===== src/design/touch_ctrl_pkg.sv =====
// Package of constants for the touch converter control and interrupt block.
// Assumes a 100 MHz core clock and a register port of address, data and write/read strobes.
// Overview of operation
// - Programmable delay before first conversion, sixteen codes
// - Same delay before X/Y and after sequence
// - Power level zero shuts everything, ignores mode
// - Levels 01/11 sleep per converter mode
// - Level 10 keeps converter, bias, oscillator on
// - Second control register resets to 0x4040
// - Soft reset bit resets the device
// - Third register: interrupt high, sequence low
// - Sequenced modes convert only selected channels
// - Output select picks data-available or alarm
// - Data-available goes low when results stored
// - Result read or timer restart releases indicator
// - Zero write to 0x81 clears read flag
// - Alarm mode: any unmasked source drives low
// - Separate high and low limit status bits
// - Mask bit 15 silences the temperature source only
// - Pen output low on touch in mode 11 unless disabled
// - Pen detection idles high, off while converting
// - Touch end releases pen output when idle
// - Alert bit routes general-purpose pin interrupt
// - Mode 11 touch-triggered, 01/10 host-triggered
package touch_ctrl_pkg;
  localparam logic [9:0] PWR_CTRL_ADDR = 10'h002; // Power, filter and delay control
  localparam logic [9:0] IRQ_SEQ_ADDR = 10'h003; // Interrupt and sequence control
  localparam logic [9:0] READ_CLR_ADDR = 10'h081; // Read flag clear
  localparam logic [15:0] PWR_CTRL_RESET = 16'h4040; // Power-on value
  localparam logic [15:0] IRQ_SEQ_RESET = 16'h0000; // Power-on value
  localparam int PWR_LVL_POS = 14; // Power level field, two bits
  localparam int SOFT_RST_POS = 4; // Soft reset bit
  localparam int DELAY_POS = 0; // First conversion delay field, four bits
  localparam int OUT_SEL_POS = 13; // Interrupt output select
  localparam int ALERT_POS = 12; // General-purpose alert enable
  localparam int TEMP_MASK_POS = 15; // Temperature source mask
  localparam int AUXB_LOW_POS = 11; // Aux/battery low status
  localparam int AUXB_HIGH_POS = 10; // Aux/battery high status
  localparam int TEMP_LOW_POS = 9; // Temperature low status
  localparam int TEMP_HIGH_POS = 8; // Temperature high status
  localparam int CLK_MHZ = 100; // Core clock rate
  localparam int DELAY_STEP_US = 128; // Delay step in microseconds
  localparam int DELAY_STEP_CYC = DELAY_STEP_US * CLK_MHZ; // Cycles per step
  localparam logic [1:0] PWR_OFF = 2'h0; // Full shutdown
  localparam logic [1:0] PWR_ON = 2'h2; // Always on
  localparam logic [1:0] MODE_IDLE = 2'h0; // No conversion
  localparam logic [1:0] MODE_SINGLE = 2'h1; // Host-triggered single channel
  localparam logic [1:0] MODE_SEQ = 2'h2; // Host-triggered sequence
  localparam logic [1:0] MODE_TOUCH = 2'h3; // Touch-triggered sequence
  localparam logic [6:0] XY_CHANNELS = 7'h60; // Y and X position bits of sequence field
endpackage : touch_ctrl_pkg

===== src/design/delay_timer.sv =====
// Counter for the programmable settling delay, in 128 us steps.
// Assumes start is a one-cycle pulse from the control state machine.
`timescale 1ns/10ps
`default_nettype none
module delay_timer #(
  parameter int STEP_CYC = touch_ctrl_pkg::DELAY_STEP_CYC
) (
  input wire logic core_clk, // Core clock
  input wire logic reset_n, // Asynchronous reset, active low
  input wire logic start, // Begin a delay
  input wire logic abort, // Drop a running delay
  input wire logic [3:0] code, // Delay code
  output logic done // One-cycle pulse at delay end
);
  typedef struct packed {
    logic [13:0] stepCnt; // Cycles within a step
    logic [5:0] steps; // Steps left
    logic busy; // Delay running
    logic done; // Done pulse
  } state_s;
  state_s st_q;
  state_s st_d;
  logic [5:0] stepsFor; // Step count for the code

  always_comb begin
    if (code <= 4'h9) begin
      stepsFor = {2'h0, code} + 6'h01;
    end else begin
      case (code)
        4'ha: stepsFor = 6'd12;
        4'hb: stepsFor = 6'd14;
        4'hc: stepsFor = 6'd16;
        4'hd: stepsFor = 6'd20;
        4'he: stepsFor = 6'd28;
        default: stepsFor = 6'd32;
      endcase
    end
  end

  // Next state: steps count down, each step STEP_CYC cycles
  always_comb begin
    st_d = st_q;
    st_d.done = 1'b0;
    if (abort) begin
      st_d.busy = 1'b0;
    end else if (start) begin
      st_d.busy = 1'b1;
      st_d.steps = stepsFor;
      st_d.stepCnt = '0;
    end else if (st_q.busy) begin
      if (st_q.stepCnt == 14'(STEP_CYC - 1)) begin
        st_d.stepCnt = '0;
        st_d.steps = st_q.steps - 6'h01;
        if (st_q.steps == 6'h01) begin
          st_d.busy = 1'b0;
          st_d.done = 1'b1;
        end
      end else begin
        st_d.stepCnt = st_q.stepCnt + 14'h0001;
      end
    end
  end

  // State register
  always_ff @(posedge core_clk or negedge reset_n) begin
    if (!reset_n) begin
      st_q <= '0;
    end else begin
      st_q <= st_d;
    end
  end

  assign done = st_q.done;
endmodule : delay_timer
`default_nettype wire


===== src/design/touch_adc_power_irq_ctrl.sv =====
// Control and interrupt logic of a touch screen converter.
// Assumes registers written and read over a decoded register port from the serial
// front end; converter mode, pen disable and timer events come from the first control
// register logic; touch, alert and limit inputs are asynchronous pins or analog flags.
`timescale 1ns/10ps
`default_nettype none
module touch_adc_power_irq_ctrl #(
  parameter int STEP_CYC = touch_ctrl_pkg::DELAY_STEP_CYC, // Cycles per delay step
  parameter int CONV_CYC = 16 // Cycles per channel conversion
) (
  input wire logic core_clk, // Core clock, 100 MHz
  input wire logic reset_n, // Asynchronous reset, active low
  input wire logic regWrite, // Register write strobe
  input wire logic regRead, // Register read strobe
  input wire logic [9:0] regAddr, // Register address
  input wire logic [15:0] regWdata, // Write data
  input wire logic resultRead, // Result register read pulse
  input wire logic [1:0] convMode, // Converter mode field
  input wire logic penDisable, // Pen output disable bit
  input wire logic timerExpire, // Repeat timer event pulse
  input wire logic touchPin, // Screen touched, async
  input wire logic alertPin, // General-purpose pin event, async
  input wire logic [5:0] limitHit, // Limit flags, async: auxb lo/hi, temp lo/hi, spare
  output logic [15:0] regRdata, // Read data
  output logic data_avail_n, // Interrupt pin, active low
  output logic touch_irq_n, // Pen output, active low
  output logic adcPower, // Converter powered
  output logic biasPower, // Bias powered
  output logic oscPower, // Oscillator powered
  output logic sensorPower, // Temperature sensor powered
  output logic [6:0] convChannels, // Channels converted this sequence
  output logic convDone, // Sequence finished pulse
  output logic softReset // Device soft reset pulse
);
  typedef enum logic [4:0] {
    S_IDLE = 5'b00001, // Waiting for trigger
    S_DELAY = 5'b00010, // Settling delay
    S_CONV = 5'b00100, // Converting a channel
    S_POST = 5'b01000, // Precharge delay after sequence
    S_OFF = 5'b10000 // Full shutdown
  } conv_state_e;

  typedef struct packed {
    logic [15:0] pwrCtrl; // Power, filter and delay register
    logic [15:0] irqSeq; // Interrupt and sequence register
    conv_state_e fsm; // Conversion sequencer
    logic [6:0] pending; // Channels left
    logic [6:0] active; // Channels of this sequence
    logic [7:0] convCnt; // Cycles in conversion
    logic readFlag; // Results read since last clear
    logic avail; // New data held
    logic penLow; // Pen output asserted
    logic [2:0] touchSync; // Touch synchroniser
    logic [2:0] alertSync; // Alert synchroniser
    logic [11:0] limitSync; // Limit synchronisers, two stages of six
    logic [5:0] limitLast; // Third stage
    logic intPin; // Registered pin value, active low
    logic [15:0] rdata; // Read data
    logic done; // Sequence end pulse
    logic swRst; // Soft reset pulse
    logic adcPow; // Converter power
    logic biasPow; // Bias power
    logic oscPow; // Oscillator power
    logic sensPow; // Temperature sensor power
  } state_s;

  state_s st_q;
  state_s st_d;
  logic delayStart; // Start settling delay
  logic delayDone; // Delay finished
  logic delayAbort; // Drop delay
  logic touched; // Filtered touch level
  logic alertLvl; // Filtered alert level
  logic [5:0] limitLvl; // Filtered limit levels
  logic [1:0] pwrLvl; // Current power level
  logic busy; // Converter active
  logic [6:0] firstSel; // Lowest pending channel, one-hot
  logic alarmAny; // Unmasked alarm
  logic [6:0] seqSel; // Sequence field
  logic [6:0] singleSel; // Lowest selected channel for single mode, one-hot

  // Settling delay counter
  delay_timer #(.STEP_CYC(STEP_CYC)) delayUnit (
    .core_clk(core_clk),
    .reset_n(reset_n),
    .start(delayStart),
    .abort(delayAbort),
    .code(st_q.pwrCtrl[touch_ctrl_pkg::DELAY_POS +: 4]),
    .done(delayDone)
  );

  // A rise counts once the second and third stages agree; a fall counts as soon as the second stage drops
  assign touched = st_q.touchSync[2] & st_q.touchSync[1];
  assign alertLvl = st_q.alertSync[2] & st_q.alertSync[1];
  assign limitLvl = st_q.limitLast & st_q.limitSync[11:6];
  assign pwrLvl = st_q.pwrCtrl[touch_ctrl_pkg::PWR_LVL_POS +: 2];
  assign busy = (st_q.fsm != S_IDLE) && (st_q.fsm != S_OFF);
  // bit 7 Y position down to bit 1 temperature
  assign seqSel = st_q.irqSeq[7:1];
  assign firstSel = st_q.pending & (~st_q.pending + 7'h01);
  assign singleSel = seqSel & (~seqSel + 7'h01);

  // masked limit sources; temp mask bit 15, aux/battery mask unused bit 0
  assign alarmAny = (~st_q.irqSeq[touch_ctrl_pkg::TEMP_MASK_POS] &
                     (st_q.irqSeq[touch_ctrl_pkg::TEMP_LOW_POS] | st_q.irqSeq[touch_ctrl_pkg::TEMP_HIGH_POS]))
                  | (st_q.irqSeq[touch_ctrl_pkg::AUXB_LOW_POS] | st_q.irqSeq[touch_ctrl_pkg::AUXB_HIGH_POS]);

  // Next-state logic
  always_comb begin
    st_d = st_q;
    st_d.done = 1'b0;
    st_d.swRst = 1'b0;
    delayStart = 1'b0;
    delayAbort = 1'b0;
    st_d.touchSync = {st_q.touchSync[1:0], touchPin};
    st_d.alertSync = {st_q.alertSync[1:0], alertPin};
    st_d.limitSync = {st_q.limitSync[5:0], limitHit};
    st_d.limitLast = st_q.limitSync[11:6];
    st_d.rdata = 16'h0000;

    // Register writes
    if (regWrite) begin
      case (regAddr)
        touch_ctrl_pkg::PWR_CTRL_ADDR: begin
          // soft reset bit is a self-clearing action
          st_d.pwrCtrl = regWdata;
          st_d.pwrCtrl[touch_ctrl_pkg::SOFT_RST_POS] = 1'b0;
          st_d.swRst = regWdata[touch_ctrl_pkg::SOFT_RST_POS];
        end
        touch_ctrl_pkg::IRQ_SEQ_ADDR: begin
          // upper interrupt byte, lower sequence byte
          st_d.irqSeq = regWdata;
        end
        touch_ctrl_pkg::READ_CLR_ADDR: begin
          if (regWdata == 16'h0000) begin
            st_d.readFlag = 1'b0;
          end
        end
        default: begin
          // Unmapped writes are ignored
        end
      endcase
    end

    // Register reads
    if (regRead) begin
      case (regAddr)
        touch_ctrl_pkg::PWR_CTRL_ADDR: st_d.rdata = st_q.pwrCtrl;
        touch_ctrl_pkg::IRQ_SEQ_ADDR: st_d.rdata = st_q.irqSeq;
        default: st_d.rdata = 16'h0000;
      endcase
    end

    // sticky limit status; set wins over a clearing write
    if (limitLvl[5]) st_d.irqSeq[touch_ctrl_pkg::AUXB_LOW_POS] = 1'b1;
    if (limitLvl[4]) st_d.irqSeq[touch_ctrl_pkg::AUXB_HIGH_POS] = 1'b1;
    if (limitLvl[3]) st_d.irqSeq[touch_ctrl_pkg::TEMP_LOW_POS] = 1'b1;
    if (limitLvl[2]) st_d.irqSeq[touch_ctrl_pkg::TEMP_HIGH_POS] = 1'b1;

    if (resultRead) begin
      st_d.readFlag = 1'b1;
      st_d.avail = 1'b0;
    end

    // Sequencer
    case (st_q.fsm)
      S_IDLE: begin
        // mode 11 waits for touch, 01/10 start on host mode
        if ((convMode == touch_ctrl_pkg::MODE_TOUCH && touched) ||
            convMode == touch_ctrl_pkg::MODE_SEQ || convMode == touch_ctrl_pkg::MODE_SINGLE ||
            (timerExpire && convMode != touch_ctrl_pkg::MODE_IDLE)) begin
          // only selected channels; single mode uses the lowest selected
          st_d.pending = (convMode == touch_ctrl_pkg::MODE_SINGLE) ? singleSel : seqSel;
          st_d.active = st_d.pending;
          if (timerExpire) st_d.avail = 1'b0;
          delayStart = 1'b1;
          st_d.fsm = S_DELAY;
        end
      end
      S_DELAY: begin
        if (delayDone) begin
          st_d.convCnt = '0;
          st_d.fsm = S_CONV;
        end
      end
      S_CONV: begin
        if (st_q.pending == 7'h00) begin
          // precharge delay after the last conversion
          delayStart = 1'b1;
          st_d.fsm = S_POST;
        end else if (st_q.convCnt == 8'(CONV_CYC - 1)) begin
          st_d.convCnt = '0;
          st_d.pending = st_q.pending & ~firstSel;
          // delay again before an X or Y channel
          if (|(st_d.pending & touch_ctrl_pkg::XY_CHANNELS & ~(st_d.pending - 7'h01) & st_d.pending)) begin
            delayStart = 1'b1;
            st_d.fsm = S_DELAY;
          end
        end else begin
          st_d.convCnt = st_q.convCnt + 8'h01;
        end
      end
      S_POST: begin
        if (delayDone) begin
          st_d.avail = 1'b1;
          st_d.done = 1'b1;
          st_d.fsm = S_IDLE;
        end
      end
      S_OFF: begin
        if (pwrLvl != touch_ctrl_pkg::PWR_OFF) st_d.fsm = S_IDLE;
      end
      default: st_d.fsm = S_IDLE;
    endcase

    // full shutdown overrides modes and aborts at once
    if (st_d.pwrCtrl[touch_ctrl_pkg::PWR_LVL_POS +: 2] == touch_ctrl_pkg::PWR_OFF) begin
      st_d.fsm = S_OFF;
      st_d.pending = '0;
      delayAbort = 1'b1;
      delayStart = 1'b0;
    end

    // pen output; released on touch end only when idle
    if (penDisable || convMode != touch_ctrl_pkg::MODE_TOUCH) begin
      st_d.penLow = 1'b0;
    end else if (touched && !busy) begin
      st_d.penLow = 1'b1;
    end else if (!touched && !busy) begin
      st_d.penLow = 1'b0;
    end

    if (st_q.irqSeq[touch_ctrl_pkg::ALERT_POS]) begin
      st_d.intPin = ~alertLvl;
    end else if (st_q.irqSeq[touch_ctrl_pkg::OUT_SEL_POS]) begin
      st_d.intPin = ~alarmAny;
    end else begin
      // low only while new data is held
      st_d.intPin = ~st_d.avail;
    end

    // Power outputs: level 10 converter, bias, oscillator on and sensor while busy, 01/11 by mode, 00 off
    if (pwrLvl == touch_ctrl_pkg::PWR_OFF) begin
      st_d.adcPow = 1'b0;
      st_d.biasPow = 1'b0;
      st_d.oscPow = 1'b0;
      st_d.sensPow = 1'b0;
    end else if (pwrLvl == touch_ctrl_pkg::PWR_ON) begin
      st_d.adcPow = 1'b1;
      st_d.biasPow = 1'b1;
      st_d.oscPow = 1'b1;
      st_d.sensPow = busy;
    end else begin
      // touch mode sleeps fully until touch; host modes keep timing on
      st_d.adcPow = busy;
      st_d.sensPow = busy;
      st_d.biasPow = busy || convMode != touch_ctrl_pkg::MODE_TOUCH;
      st_d.oscPow = busy || convMode != touch_ctrl_pkg::MODE_TOUCH;
    end
  end

  // State register
  always_ff @(posedge core_clk or negedge reset_n) begin
    if (!reset_n) begin
      st_q <= '0;
      st_q.pwrCtrl <= touch_ctrl_pkg::PWR_CTRL_RESET;
      st_q.irqSeq <= touch_ctrl_pkg::IRQ_SEQ_RESET;
      st_q.fsm <= S_IDLE;
      st_q.intPin <= 1'b1;
    end else begin
      st_q <= st_d;
    end
  end

  assign regRdata = st_q.rdata;
  assign data_avail_n = st_q.intPin;
  assign touch_irq_n = ~st_q.penLow;
  assign adcPower = st_q.adcPow;
  assign biasPower = st_q.biasPow;
  assign oscPower = st_q.oscPow;
  assign sensorPower = st_q.sensPow;
  assign convChannels = st_q.active;
  assign convDone = st_q.done;
  assign softReset = st_q.swRst;

  // Assertions
  a_shutdown_powers: assert property (@(posedge core_clk) disable iff (!reset_n)
    (pwrLvl == touch_ctrl_pkg::PWR_OFF) |=> !adcPower && !oscPower && !biasPower)
    else $error("power not off in shutdown");
  a_level_on: assert property (@(posedge core_clk) disable iff (!reset_n)
    (pwrLvl == touch_ctrl_pkg::PWR_ON) |=> adcPower && biasPower && oscPower)
    else $error("power level on not honoured");
  a_avail_low: assert property (@(posedge core_clk) disable iff (!reset_n)
    convDone && !st_q.irqSeq[touch_ctrl_pkg::OUT_SEL_POS] && !st_q.irqSeq[touch_ctrl_pkg::ALERT_POS]
    && !resultRead |-> !data_avail_n)
    else $error("indicator not low at sequence end");
  a_read_release: assert property (@(posedge core_clk) disable iff (!reset_n)
    resultRead |=> !st_q.avail)
    else $error("result read did not release");
  a_flag_clear: assert property (@(posedge core_clk) disable iff (!reset_n)
    regWrite && regAddr == touch_ctrl_pkg::READ_CLR_ADDR && regWdata == 16'h0000 && !resultRead
    |=> !st_q.readFlag)
    else $error("read flag not cleared");
  a_pen_disabled: assert property (@(posedge core_clk) disable iff (!reset_n)
    penDisable |=> touch_irq_n)
    else $error("pen output active while disabled");
  a_pen_hold: assert property (@(posedge core_clk) disable iff (!reset_n)
    !touch_irq_n && busy && !penDisable && convMode == touch_ctrl_pkg::MODE_TOUCH |=> !touch_irq_n)
    else $error("pen output released during conversion");
  a_soft_reset: assert property (@(posedge core_clk) disable iff (!reset_n)
    regWrite && regAddr == touch_ctrl_pkg::PWR_CTRL_ADDR && regWdata[touch_ctrl_pkg::SOFT_RST_POS]
    |=> softReset)
    else $error("soft reset not issued");
  a_off_state: assert property (@(posedge core_clk) disable iff (!reset_n)
    regWrite && regAddr == touch_ctrl_pkg::PWR_CTRL_ADDR && regWdata[15:14] == touch_ctrl_pkg::PWR_OFF
    |=> st_q.fsm == S_OFF)
    else $error("shutdown not immediate");
  c_sequence: cover property (@(posedge core_clk) disable iff (!reset_n) convDone);
  c_pen: cover property (@(posedge core_clk) disable iff (!reset_n) !touch_irq_n);
  c_alarm: cover property (@(posedge core_clk) disable iff (!reset_n)
    st_q.irqSeq[touch_ctrl_pkg::OUT_SEL_POS] && !data_avail_n);
endmodule : touch_adc_power_irq_ctrl
`default_nettype wire


===== config.mk =====
export PLATFORM = sky130hd
export DESIGN_NAME = touch_adc_power_irq_ctrl
export DESIGN_NICKNAME = d
export VERILOG_FILES = /design/src/design/touch_ctrl_pkg.sv /design/src/design/delay_timer.sv /design/src/design/touch_adc_power_irq_ctrl.sv
export SDC_FILE = /design/constraint.sdc
export NUM_CORES = 1
export LEC_CHECK = 0
export BUFFER_PORTS_ARGS = -buffer_cell sky130_fd_sc_hd__buf_4
export CORE_MARGIN = 3
export CORE_UTILIZATION = 58
export CTS_CLUSTER_DIAMETER = 100
export CTS_CLUSTER_SIZE = 20
export DETAILED_ROUTE_END_ITERATION = 8
export GPL_TIMING_DRIVEN = 0
export PLACE_DENSITY = 0.8
export SYNTH_ARGS = -nofsm -noshare
export SYNTH_HDL_FRONTEND = slang
export SYNTH_SLANG_ARGS = --single-unit

===== constraint.sdc =====
create_clock -name core_clk -period 2.6 [get_ports core_clk]
set_clock_uncertainty 0.2 [all_clocks]
set_input_delay 0.26 -clock core_clk [delete_from_list [all_inputs] [get_ports core_clk]]
set_output_delay 0.26 -clock core_clk [all_outputs]
set_load 0.01 [all_outputs]

# --- Word level (Yosys, flattened, before mapping) ---
# Cells that the tools add are included.
classes:
  addsub: 7
  order_cmp: 1
  eq_ne: 32
  muxes: 58
  n_bitwise: 22
  reduce_logical: 43
op_table:
  columns: ["cell", "count"]
  rows:
  - ["2-to-1 mux 16 bit", 3]
  - ["AND 7 bit", 5]
  - ["2-to-1 mux 32 bit", 1]
  - ["2-to-1 mux 8 bit", 4]
  - ["case mux 16 bit (2 select lines)", 1]
  - ["case mux 6 bit (5 select lines)", 1]
  - ["inverter 7 bit", 4]
  - ["2-to-1 mux 1 bit", 26]
  - ["nonzero test 2 bit", 13]
  - ["2-to-1 mux 5 bit", 5]
  - ["case mux 5 bit (5 select lines)", 1]
  - ["2-to-1 mux 12 bit", 2]
  - ["2-to-1 mux 22 bit", 1]
  - ["2-to-1 mux 21 bit", 1]
  - ["== test 10 x 2 -> 1 bit, second input constant", 2]
  - ["== test 4 bit, second input constant", 5]
  - ["2-to-1 mux 19 bit", 1]
  - ["case mux 8 bit (2 select lines)", 1]
  - ["AND reduction 2 bit", 8]
  - ["adder 14 x 1 -> 14 bit, second input constant", 1]
  - ["adder 7 x 1 -> 7 bit, second input constant", 2]
  - ["== test 14 bit, second input constant", 1]
  - ["2-to-1 mux 14 bit", 1]
  - ["2-to-1 mux 7 bit", 2]
  - ["other kinds (40)", 71]
totals:
  ff_bits: 129
  input_bits: 43
  output_inout_bits: 31
  elab_cells: 192

# --- Logic depth before layout (Yosys ltp) ---
# Gate-level depths: netlist of run 1.
logic_depth:
  word_depth: 17
  mapped_depth: 9
  ltp_nobuf: 8

# --- Modules after synthesis ---
# From an unflattened synthesis of run 1, not the netlist that was laid out.
hier_totals:
  cells_unflattened: 530
  hier_area_um2: 5679.2
by_module_without_submodules:
  columns: ["module", "instances", "cells_per_inst", "area_per_inst_um2", "seq_area_each_um2"]
  rows:
  - ["touch_adc_power_irq_ctrl", 1, 370, 4285.4, 2507.4]
  - ["delay_timer", 1, 160, 1393.8, 550.5]

# --- Least setup slack after synthesis of run 1 ---
# Ideal clock, no wire load.
synth_path:
  path_type: "register -> register"
  startpoint: "reg st_q[73] (netlist bit)"
  endpoint: "reg delayUnit.st_q[15] (netlist bit)"
  setup_ns: 0.126
  arrival_ns: 2.001
  setup_slack_ns: 0.273
  path_stages_with_launch: 9
  cell_sequence: "dfrtp_1 -> buf_2 -> or3_1 -> nor3b_2 -> a41oi_1 -> a31oi_4 -> o21ai_2 -> buf_6 -> a221o_1"
synth_via:
  elab_chain_cells: 5
  word_cells_on_any_way: 7
  cone_classes: "eq/ne (2); mux (3); reduce/logical (2)"
synth_rtl:
  columns: ["item", "line", "text"]
  rows:
  - ["start: declaration", "touch_adc_power_irq_ctrl.sv:67", "state_s st_q;"]
  - ["start signal: assignment", "touch_adc_power_irq_ctrl.sv:271", "st_q <= st_d;"]
  - ["== test 5 x 3 -> 1 bit or == test 5 x 1 -> 1 bit (tied branches)", "touch_adc_power_irq_ctrl.sv:166", "case (st_q.fsm)"]
  - ["case mux 1 bit (2 select lines) *", "touch_adc_power_irq_ctrl.sv:166", null]
  - ["2-to-1 mux 1 bit *", "touch_adc_power_irq_ctrl.sv:217", "if (st_d.pwrCtrl[touch_ctrl_pkg::PWR_LVL_POS +: 2] == touch_ctrl_pkg::PWR_OFF) begin"]
  - ["nonzero test 2 bit (no source line)", null, null]
  - ["AND reduction 2 bit (no source line)", null, null]
  - ["end signal: assignment", "delay_timer.sv:69", "st_q <= st_d;"]
  - ["end: declaration", "delay_timer.sv:21", "state_s st_q;"]
# Mark *: on every way between the ends. The rest lies on a longest branch, timed or not.
# A chain may end at the register's enable or synchronous reset.

# --- Final worst setup path of run 1 ---
layout_path:
  startpoint: "reg st_q[69] (netlist bit)"
  endpoint: "reg delayUnit.st_q[17] (netlist bit)"
layout_via:
  elab_chain_cells: 17
  word_cells_on_any_way: 19
  cone_classes: "add/sub (2); mux (6); bitwise (7); reduce/logical (4)"
layout_rtl:
  columns: ["item", "line", "text"]
  rows:
  - ["inverter 7 bit", "touch_adc_power_irq_ctrl.sv:100", "assign firstSel = st_q.pending & (~st_q.pending + 7'h01);"]
  - ["adder 7 x 1 -> 7 bit", "touch_adc_power_irq_ctrl.sv:100", null]
  - ["AND 7 bit", "touch_adc_power_irq_ctrl.sv:100", null]
  - ["inverter 7 bit", "touch_adc_power_irq_ctrl.sv:193", "st_d.pending = st_q.pending & ~firstSel;"]
  - ["AND 7 bit", "touch_adc_power_irq_ctrl.sv:193", null]
  - ["subtractor 7 x 1 -> 7 bit", "touch_adc_power_irq_ctrl.sv:195", "if (|(st_d.pending & touch_ctrl_pkg::XY_CHANNELS & ~(st_d.pending - 7'h01) & st_d.pending)) begin"]
  - ["inverter 7 bit", "touch_adc_power_irq_ctrl.sv:195", null]
  - ["AND 7 bit (2 in a row)", "touch_adc_power_irq_ctrl.sv:195", null]
  - ["OR reduction 7 bit", "touch_adc_power_irq_ctrl.sv:195", null]
  - ["2-to-1 mux 1 bit", "touch_adc_power_irq_ctrl.sv:195", null]
  - ["2-to-1 mux 1 bit", "touch_adc_power_irq_ctrl.sv:191", "end else if (st_q.convCnt == 8'(CONV_CYC - 1)) begin"]
  - ["2-to-1 mux 1 bit *", "touch_adc_power_irq_ctrl.sv:187", "if (st_q.pending == 7'h00) begin"]
  - ["case mux 1 bit (2 select lines) *", "touch_adc_power_irq_ctrl.sv:166", null]
  - ["2-to-1 mux 1 bit *", "touch_adc_power_irq_ctrl.sv:217", null]
  - ["nonzero test 2 bit (no source line)", null, null]
  - ["AND reduction 2 bit (no source line)", null, null]
# Marked as above.

==> flow_summary.ini, run 1 <==
[setup_path]
cpPeakStageDelay_ns = 0.44
path_buf_inv = 1
cp_slowest_cell = dfrtp_1
path_class = reg2reg
crit_family = compound AO/OA/AOI/OAI gates
crit_required_ns = 2.81
crit_fanout = 6
end_kind = flip-flop
crit_path_cell_trace = maj3_2 > o31ai_2 > o2111ai_4 > a31oi_4 > o21ai_4 > buf_6 > a221o_1
start_kind = flip-flop
cp.arrival_ns = 2.78

[clocking]
cts_tree = yes
cts_buffer_depth = 2
root_buffer = clkbuf_8
clock_latency_ns = 0.53
clock-sinks = 122
clk_pin_slew_worst_paths_ns = 0.07
cts_htree_levels = 4
cts-buffers-inserted = 17

[drt]
routed_wl_mm = 15.5
wl_per_cell_um = 18.8
firstDrtPassIters = 5
drt_iter0_markers = 265
via_per_inst = 6.01
drtAntennaViolNets = 0
num_vias = 4949
drt_drc_violations_left = 0

[run]
drv_cap = 0

[timing]
worstMarginPinSlew_ns = 0.848
slew_headroom_pct = 43.4
setup_viol = 0
min_period_ns = 2.57
period_share_pct = 98.9
fin_hold_ws_ns = 0.0282
rsz0062_at_grt = yes
maxSlewViolCount = 0
hold_viol_final = 0
fin_setup_tns_ns = 0
fmax_ghz = 0.389

[cells_and_area]
layout_common_cells = 118 x dfrtp_1, 103 x buf_4, 45 x nor2_1
layout_commonest_cell = dfrtp_1
nNetsFinal = 729
layout-drive-gt1-share_pct = 30.7
final_cell_area_um2 = 7760
insertedDiodeCount = 0
fin_cells = 823
syn_to_final_growth_pct = 31.4

[die]
num_rows = 36
ioPinCount = 74
fp.dieArea_um2 = 11400
placeableCoreArea_um2 = 9820
fp.dieH_um = 107
start_util_pct = 60.1
die_w_um = 107

[pwr]
power_mw = 4.60
powerDensity_nw_per_um2 = 593
p_leak_nw = 3.66
vdd_drop_max_v = 0.000406

[logic_synthesis]
ys_seq_area_share_pct = 51.8
yosysUniqueCellTypes = 69
synth_top_area_share_pct = 50.0
synth_area_um2 = 5900
postSynthAreaPerCell_um2 = 10.9
synthCells = 544
ys_warn_count = 0
synth_enable_flop_cells = 0
synth_top_area_cell = dfrtp_1
synthFlopType = dfrtp_1
ys_ff_latch = 122
synthTopCellsByArea = dfrtp_1 50%, mux2_2 5.5%, mux2i_1 4.1%
synth_fp_nets = 596
synthArstFlopShare_pct = 100

[placement]
portBuffers = 70
dpl_cell_area_um2 = 6630
hpwl_mm = 8.97
dp_cells = 748
gp_congestion = 0.883

[global_routing]
grt_use_total_pct = 27.4
grt_pass1_vias = 5012
gr-total-overflow = 0
grt_max_degree = 64
grt_pass1_wl_mm = 24.4
antenna_found_initial = 0

[worst_hold_path]
hold_class = in2reg

[status]
status = finished clean
## layout make-up
type                            instances  area, µm²
Clock buffer                           17        414
Tap cell                              133        166
Multi-Input combinational cell        371       2650
Buffer                                 42        273
Sequential cell                       122       3060
Fill cell                             582       2060
Inverter                                8       30.0
Timing Repair Buffer                  115        970
Clock inverter                         15        199
## report_power, final
| part | leakage, nW | internal (mW) | switching [mW] |
|---|---|---|---|
| sequential | 1.60 | 1.92 | 0.0143 |
| combinational | 1.76 | 0.104 | 0.110 |
| clock | 0.299 | 1.50 | 0.953 |
## sequential cells by signal (all words and copies together), names as in the netlist
signal and cells:
sensorPower 1, st_d 12, regRdata 16, adcPower 1, convChannels 7, data_avail_n 1, biasPower 1, seqSel 7
pwrLvl 2, delayUnit.st_q 21, st_q 50, delayUnit.done 1, convDone 1, softReset 1
## worst paths after layout
path / from / end / slack (ns) / depth (start not counted)
setup / recovery: st_q[69] / delayUnit.st_q[17] / 0.03 / 7
hold / removal: regAddr[1] / softReset / 0.03 / 3
setup reg to reg: st_q[69] / delayUnit.st_q[17] / 0.03 / 7
hold reg to reg: st_d[45] / st_d[46] / 0.15 / 0
max in group asynchronous: reset_n / st_q[72] / 1.41 / 3
min in group asynchronous: reset_n / st_q[46] / 0.09 / 2
## tightest hold or removal path: stages
cell     delay (ns)
buf_4          0.11
and4_1         0.16
and4b_1        0.19
## Yosys cell counts, types with 2 or more instances
cell type  count
nand4b_1       2
a31oi_1        3
nand2_1       42
clkbuf_1       9
dfstp_2        4
nand2b_1       8
nor3b_1        2
a21oi_1       10
inv_1          8
nor4_1        10
dfrtp_1      118
a221o_1       12
nand4_1        4
a22o_1         3
xor2_1         2
a211oi_1       2
o21ai_0       40
a211o_1        4
nor2b_1        8
mux2i_1       24
nor4b_1        4
buf_2          7
and2_1         6
nand3_1       16
mux2_2        29
a41oi_1        2
or2_2          6
nor3_1        23
nor2_1        46
buf_4         24
and3_1        11
ha_1           9
nand3b_1       3
buf_1          2
o21a_1         3
a31oi_4        2
nor4bb_1       2
o31ai_1        3
## per-stage QoR
step,utilization (%),worst slack (ns)
after CTS,77.5,0.00475
final,79.0,0.0281
after global placement,67.2,-0.116
after global routing,79.0,-0.0735
after floorplan,-,0.273
after detailed placement,67.5,-0.121
## logic make-up after synthesis
logic type      after synthesis  share of synthesized area [%]
simple gates                206                           18.8
flops                       122                           51.8
compound gates               98                           11.8
mux                          54                           9.98
buf+inv                      51                           5.04
fa+ha+maj                    10                           2.10
xor+xnor                      3                          0.445
## per-layer routing
layer | GRT usage, % | up-vias | wire length [µm]
met3 | 7.04 | 41 | 892
met5 | 0 | - | 0
met2 | 46.6 | 194 | 7960
met4 | 10.8 | 0 | 422
met1 | 33.4 | 2478 | 6230
li1 | - | 2236 | -
## repair_timing
item                                   4_1_cts  5_1_grt
setup endpoints to repair                   18       32
buffers inserted                             3        6
endpoints found under the hold margin      170        0
resized for setup                            3       22
hold buffers                                34        0
gates cloned                                 0        1
pin swaps                                    1        2
No activity file was read; power rests on OpenSTA's default activity.
==> run 2, diff against run 1 <==
ABC_CLOCK_PERIOD_IN_PS = 2600   (was not set)
GPL_TIMING_DRIVEN = not set   (was 0)
PLACE_DENSITY = 0.9   (was 0.8)
==> flow_summary.ini, run 2 (synthesis gave the netlist of run 1 again) <==
[status]
status = finished, violations left
violations = setup timing

[clocking]
cts_buffer_depth = 2
cts_htree_levels = 4
clock-sinks = 122
clock_latency_ns = 0.53
root_buffer = clkbuf_8
cts_tree = yes
cts-buffers-inserted = 17
clk_pin_slew_worst_paths_ns = 0.07

[global_routing]
grt_use_total_pct = 30.3
grt_pass1_wl_mm = 26.6
grt_pass1_vias = 5068
gr-total-overflow = 0
antenna_found_initial = 0
grt_max_degree = 44

[die]
fp.dieH_um = 107
placeableCoreArea_um2 = 9820
fp.dieArea_um2 = 11400
die_w_um = 107
start_util_pct = 60.1
num_rows = 36
ioPinCount = 74

[setup_path]
start_kind = flip-flop
cpPeakStageDelay_ns = 0.39
crit_required_ns = 2.82
path_class = reg2reg
crit_fanout = 7
path_buf_inv = 2
cp.arrival_ns = 2.84
crit_family = compound AO/OA/AOI/OAI gates
r2r_cells = 9
cp_slowest_cell = dfrtp_1
cp_num_cells = 9
crit_path_cell_trace = ha_2 > nand4b_1 > nor4_2 > buf_4 > o2111ai_4 > a31oi_4 > buf_6 > o21ai_2 > a221o_1
end_kind = flip-flop

[pwr]
p_leak_nw = 3.50
p_comb_share_pct = 5.0
clkPwrFrac_pct = 51.1
vdd_drop_max_v = 0.000325
swShare_pct = 25.0
power_mw = 4.42
power_switching_mw = 1.10
p_int_mw = 3.32
powerDensity_nw_per_um2 = 589
pwr-share-seq_pct = 43.9

[cells_and_area]
insertedDiodeCount = 0
largest_reg_flops = 50
regMostFlops = st_q
layout_common_cells = 117 x dfrtp_1, 91 x buf_4, 46 x nor2_1
syn_to_final_growth_pct = 27.1
layout_commonest_cell = dfrtp_1
layout-drive-gt1-share_pct = 28.8
fillers = 556
nNetsFinal = 698
fin_cells = 792

[drt]
drtAntennaViolNets = 0
routed_wl_mm = 18.3
drt_iter0_markers = 626
drt_drc_violations_left = 0
wl_per_cell_um = 23.1
firstDrtPassIters = 6
via_per_inst = 6.60
num_vias = 5229

[placement]
gp_congestion = 0.875
hpwl_mm = 9.33
dp_cells = 722
portBuffers = 71

[timing]
worst_slack_ns = -0.0218
fmax_ghz = 0.381
fin_hold_ws_ns = 0.0801
min_period_ns = 2.62
slew_headroom_pct = 56.2
worstMarginPinSlew_ns = 0.656
setup_viol = 3
period_share_pct = 101
hold_viol_final = 0
maxSlewViolCount = 0

[run]
drv_cap = 0

[worst_hold_path]
hold_class = in2async
==> run 2: changes by cell type in the layout (fill, tap and decap cells not counted), sizes merged, moves of 2 or more <==
cell,before,now
clkinvlp,1,4
buf,113,95
inv,17,14
dlygate4sd3,34,30
bufinv,3,1
clkbuf,27,18
==> run 2: worst reg2reg max path, delay by kind of cell, from the launching register on <==
| kind | cells | cell delay [ns] |
|---|---|---|
| compound gates | 4 | 0.95 |
| fa+ha+maj | 1 | 0.21 |
| buf+inv | 2 | 0.35 |
| flops | 1 | 0.39 |
| simple gates | 2 | 0.40 |
==> run 2: worst paths after layout <==
| path | start | end | slack [ns] |
|---|---|---|---|
| min in group core_clk | regAddr[1] | softReset | 0.08 |
| worst max register to register | st_q[51] | delayUnit.st_q[15] | -0.02 |
| worst min-delay path | reset_n | st_q[27] | 0.08 |
| worst min register to register | st_d[45] | st_d[46] | 0.15 |
| max in group asynchronous | reset_n | st_q[72] | 1.45 |
| worst max-delay path | st_q[51] | delayUnit.st_q[15] | -0.02 |
==> run 2: timing repair <==
item,CTS,global route
gates resized for setup,1,16
setup endpoints to repair,11,28
hold buffers,30,0
cloned,0,1
pin swaps,0,4
endpoints found under the hold margin,160,0
setup buffers,0,7
==> run 2: layout make-up <==
type,count,area (µm²),area share (%)
timing repair buffer,125,1050,14.1
inverter,8,30.0,0.400
sequential,122,3060,40.8
tap,133,166,2.22
clock buffer,18,418,5.57
clock inverter,14,138,1.83
multi-input combinational,372,2640,35.2
==> run 2: stage by stage <==
| step | utilization, % | worst slack [ns] | TNS (ns) | cell area, µm² |
|---|---|---|---|---|
| global route | 76.4 | -0.0693 | -0.362 | 7500 |
| global placement | 66.2 | 0.162 | 0 | 6500 |
| finish | 76.4 | -0.0218 | -0.0350 | 7500 |
| detailed placement | 66.2 | 0.0862 | 0 | 6500 |
| CTS | 75.0 | 0.0399 | 0 | 7360 |
| floorplan | - | 0.273 | 0 | 5900 |
==> run 2: per-layer routing <==
layer / GRT usage (%) / up-vias / share of wire (%)
li1: - / 2168 / -
met1: 35.7 / 2542 / 34
met2: 51.5 / 392 / 50
met3: 6.02 / 127 / 8.7
met4: 17.5 / 0 / 6.5
met5: 0 / - / 0
==> run 2: power by group through the flow <==
stage	clock network, mW	registers, mW	logic [mW]
5_1_grt	2.33	1.94	0.235
4_1_cts	2.23	1.94	0.209
2_1_floorplan	0	1.97	0.0552
3_3_place_gp	0	1.97	0.164
6_report	2.26	1.94	0.220
3_5_place_dp	0	1.97	0.171
==> run 3, diff against run 2 <==
CTS_CLUSTER_DIAMETER = 50   (was 100)
SKIP_LAST_GASP = 1   (was not set)
==> flow_summary.ini, run 3 (synthesis gave the netlist of run 1 again) <==
[status]
status = finished clean

[clocking]
cts_tree = yes
cts-buffers-inserted = 17
root_buffer = clkbuf_8
clk_pin_slew_worst_paths_ns = 0.06
cts_buffer_depth = 2
clock-sinks = 122
clock_latency_ns = 0.52
cts_htree_levels = 4

[drt]
via_per_inst = 6.54
drt_drc_violations_left = 0
routed_wl_mm = 17.8
wl_per_cell_um = 22.5
firstDrtPassIters = 5
num_vias = 5182
drt_iter0_markers = 573
drtAntennaViolNets = 0

[die]
start_util_pct = 60.1
placeableCoreArea_um2 = 9820
ioPinCount = 74
fp.dieH_um = 107
die_w_um = 107
num_rows = 36
fp.dieArea_um2 = 11400

[pwr]
pwr-share-seq_pct = 44.2
p_comb_share_pct = 5.0
p_leak_nw = 3.50
p_int_mw = 3.32
power_switching_mw = 1.07
powerDensity_nw_per_um2 = 585
vdd_drop_max_v = 0.000318
clkPwrFrac_pct = 50.8
swShare_pct = 24.5

[timing]
fin_hold_ws_ns = 0.0958
rsz0062_at_grt = yes
min_period_ns = 2.59
hold_viol_final = 0
worstMarginPinSlew_ns = 0.661
setup_viol = 0
slew_headroom_pct = 55.8
period_share_pct = 99.5
maxSlewViolCount = 0
fmax_ghz = 0.387

[global_routing]
grt_pass1_wl_mm = 26.6
grt_use_met2_pct = 51.5
grtUsageMet3_pct = 6.02
grtUsageMet1_pct = 35.7
grt_max_degree = 44
grt_use_total_pct = 30.3
gr-total-overflow = 0
grt_pass1_vias = 5068
antenna_found_initial = 0
top_usage_layer = met2

[placement]
hpwl_mm = 9.33
portBuffers = 71
gp_congestion = 0.875

[cells_and_area]
fin_util_pct = 76.4
layout_common_cells = 117 x dfrtp_1, 91 x buf_4, 46 x nor2_1
layout_commonest_cell = dfrtp_1
layout-drive-gt1-share_pct = 28.7
largest_reg_flops = 50
syn_to_final_growth_pct = 27.0
insertedDiodeCount = 0
regMostFlops = st_q
fillers = 545
nNetsFinal = 698

[setup_path]
crit_fanout = 11
end_kind = flip-flop
r2r_cells = 7
path_class = reg2reg
ff2ff_setup_slack_ns = 0.01
crit_required_ns = 2.80
rr_endpoint = st_q[71]
cp.arrival_ns = 2.79
start_kind = flip-flop
r2r-start = st_q[76]

[worst_hold_path]
hold_class = in2async

[run]
drv_cap = 0
-- run 3: power groups by stage --
stage	combinational (mW)	clock (mW)	sequential (mW)
after detailed placement	0.171	0	1.97
after global placement	0.164	0	1.97
after global routing	0.233	2.33	1.94
after CTS	0.209	2.23	1.94
final	0.220	2.23	1.94
after floorplan	0.0552	0	1.97
-- run 3: critical path: stages, from the launching register on --
cell       delay [ns]
dfrtp_1          0.37
or3_1            0.41
nor3b_2          0.22
buf_4            0.22
nand2b_1         0.23
a31oi_4          0.40
a2bb2oi_1        0.34
nor2_1           0.08
-- run 3: what timing repair did --
| item | in CTS | in global routing |
|---|---|---|
| pin swaps | 0 | 3 |
| cloned | 0 | 1 |
| resized for setup | 1 | 14 |
| setup endpoints to repair | 11 | 28 |
| setup buffers | 0 | 7 |
| endpoints found under the hold margin | 160 | 0 |
| hold buffers | 30 | 0 |
-- run 3: worst max path at each step --
stage	startpoint	to	slack (ns)	cells after the start
CTS	st_q[50]	delayUnit.st_q[11]	0.04	8
finish	st_q[76]	st_q[71]	0.01	7
global route	st_q[73]	st_q[71]	-0.09	7
detailed placement	regAddr[7]	delayUnit.st_q[17]	0.09	7
global placement	regAddr[7]	delayUnit.st_q[8]	0.16	7
floorplan	st_q[73]	delayUnit.st_q[15]	0.27	8
-- run 3: final cells by class --
| cell class | count | area (µm²) | area share (%) |
|---|---|---|---|
| clock buffer | 18 | 418 | 5.57 |
| clock inverter | 14 | 138 | 1.84 |
| inverter | 8 | 30.0 | 0.401 |
| multi-input combinational | 372 | 2630 | 35.1 |
| sequential | 122 | 3060 | 40.8 |
| tap | 133 | 166 | 2.22 |
| timing repair buffer | 125 | 1050 | 14.1 |
-- run 3: stage by stage --
step                      setup WS [ns]  cell area, µm²  setup TNS, ns  cells  power [mW]
final                            0.0134            7500              0    792        4.39
after global routing            -0.0925            7500         -0.198    792        4.51
after CTS                        0.0399            7360              0    784        4.37
after detailed placement         0.0862            6500              0    722        2.14
after global placement            0.162            6500              0    722        2.13
after floorplan                   0.273            5900              0    544        2.02
-- run 3: metal layers --
metal | part of all wire, % | wire (µm) | up-vias
li1 | - | - | 2168
met1 | 35 | 6200 | 2522
met2 | 50 | 9010 | 382
met3 | 8.5 | 1520 | 110
met4 | 6.3 | 1120 | 0
met5 | 0 | 0 | -
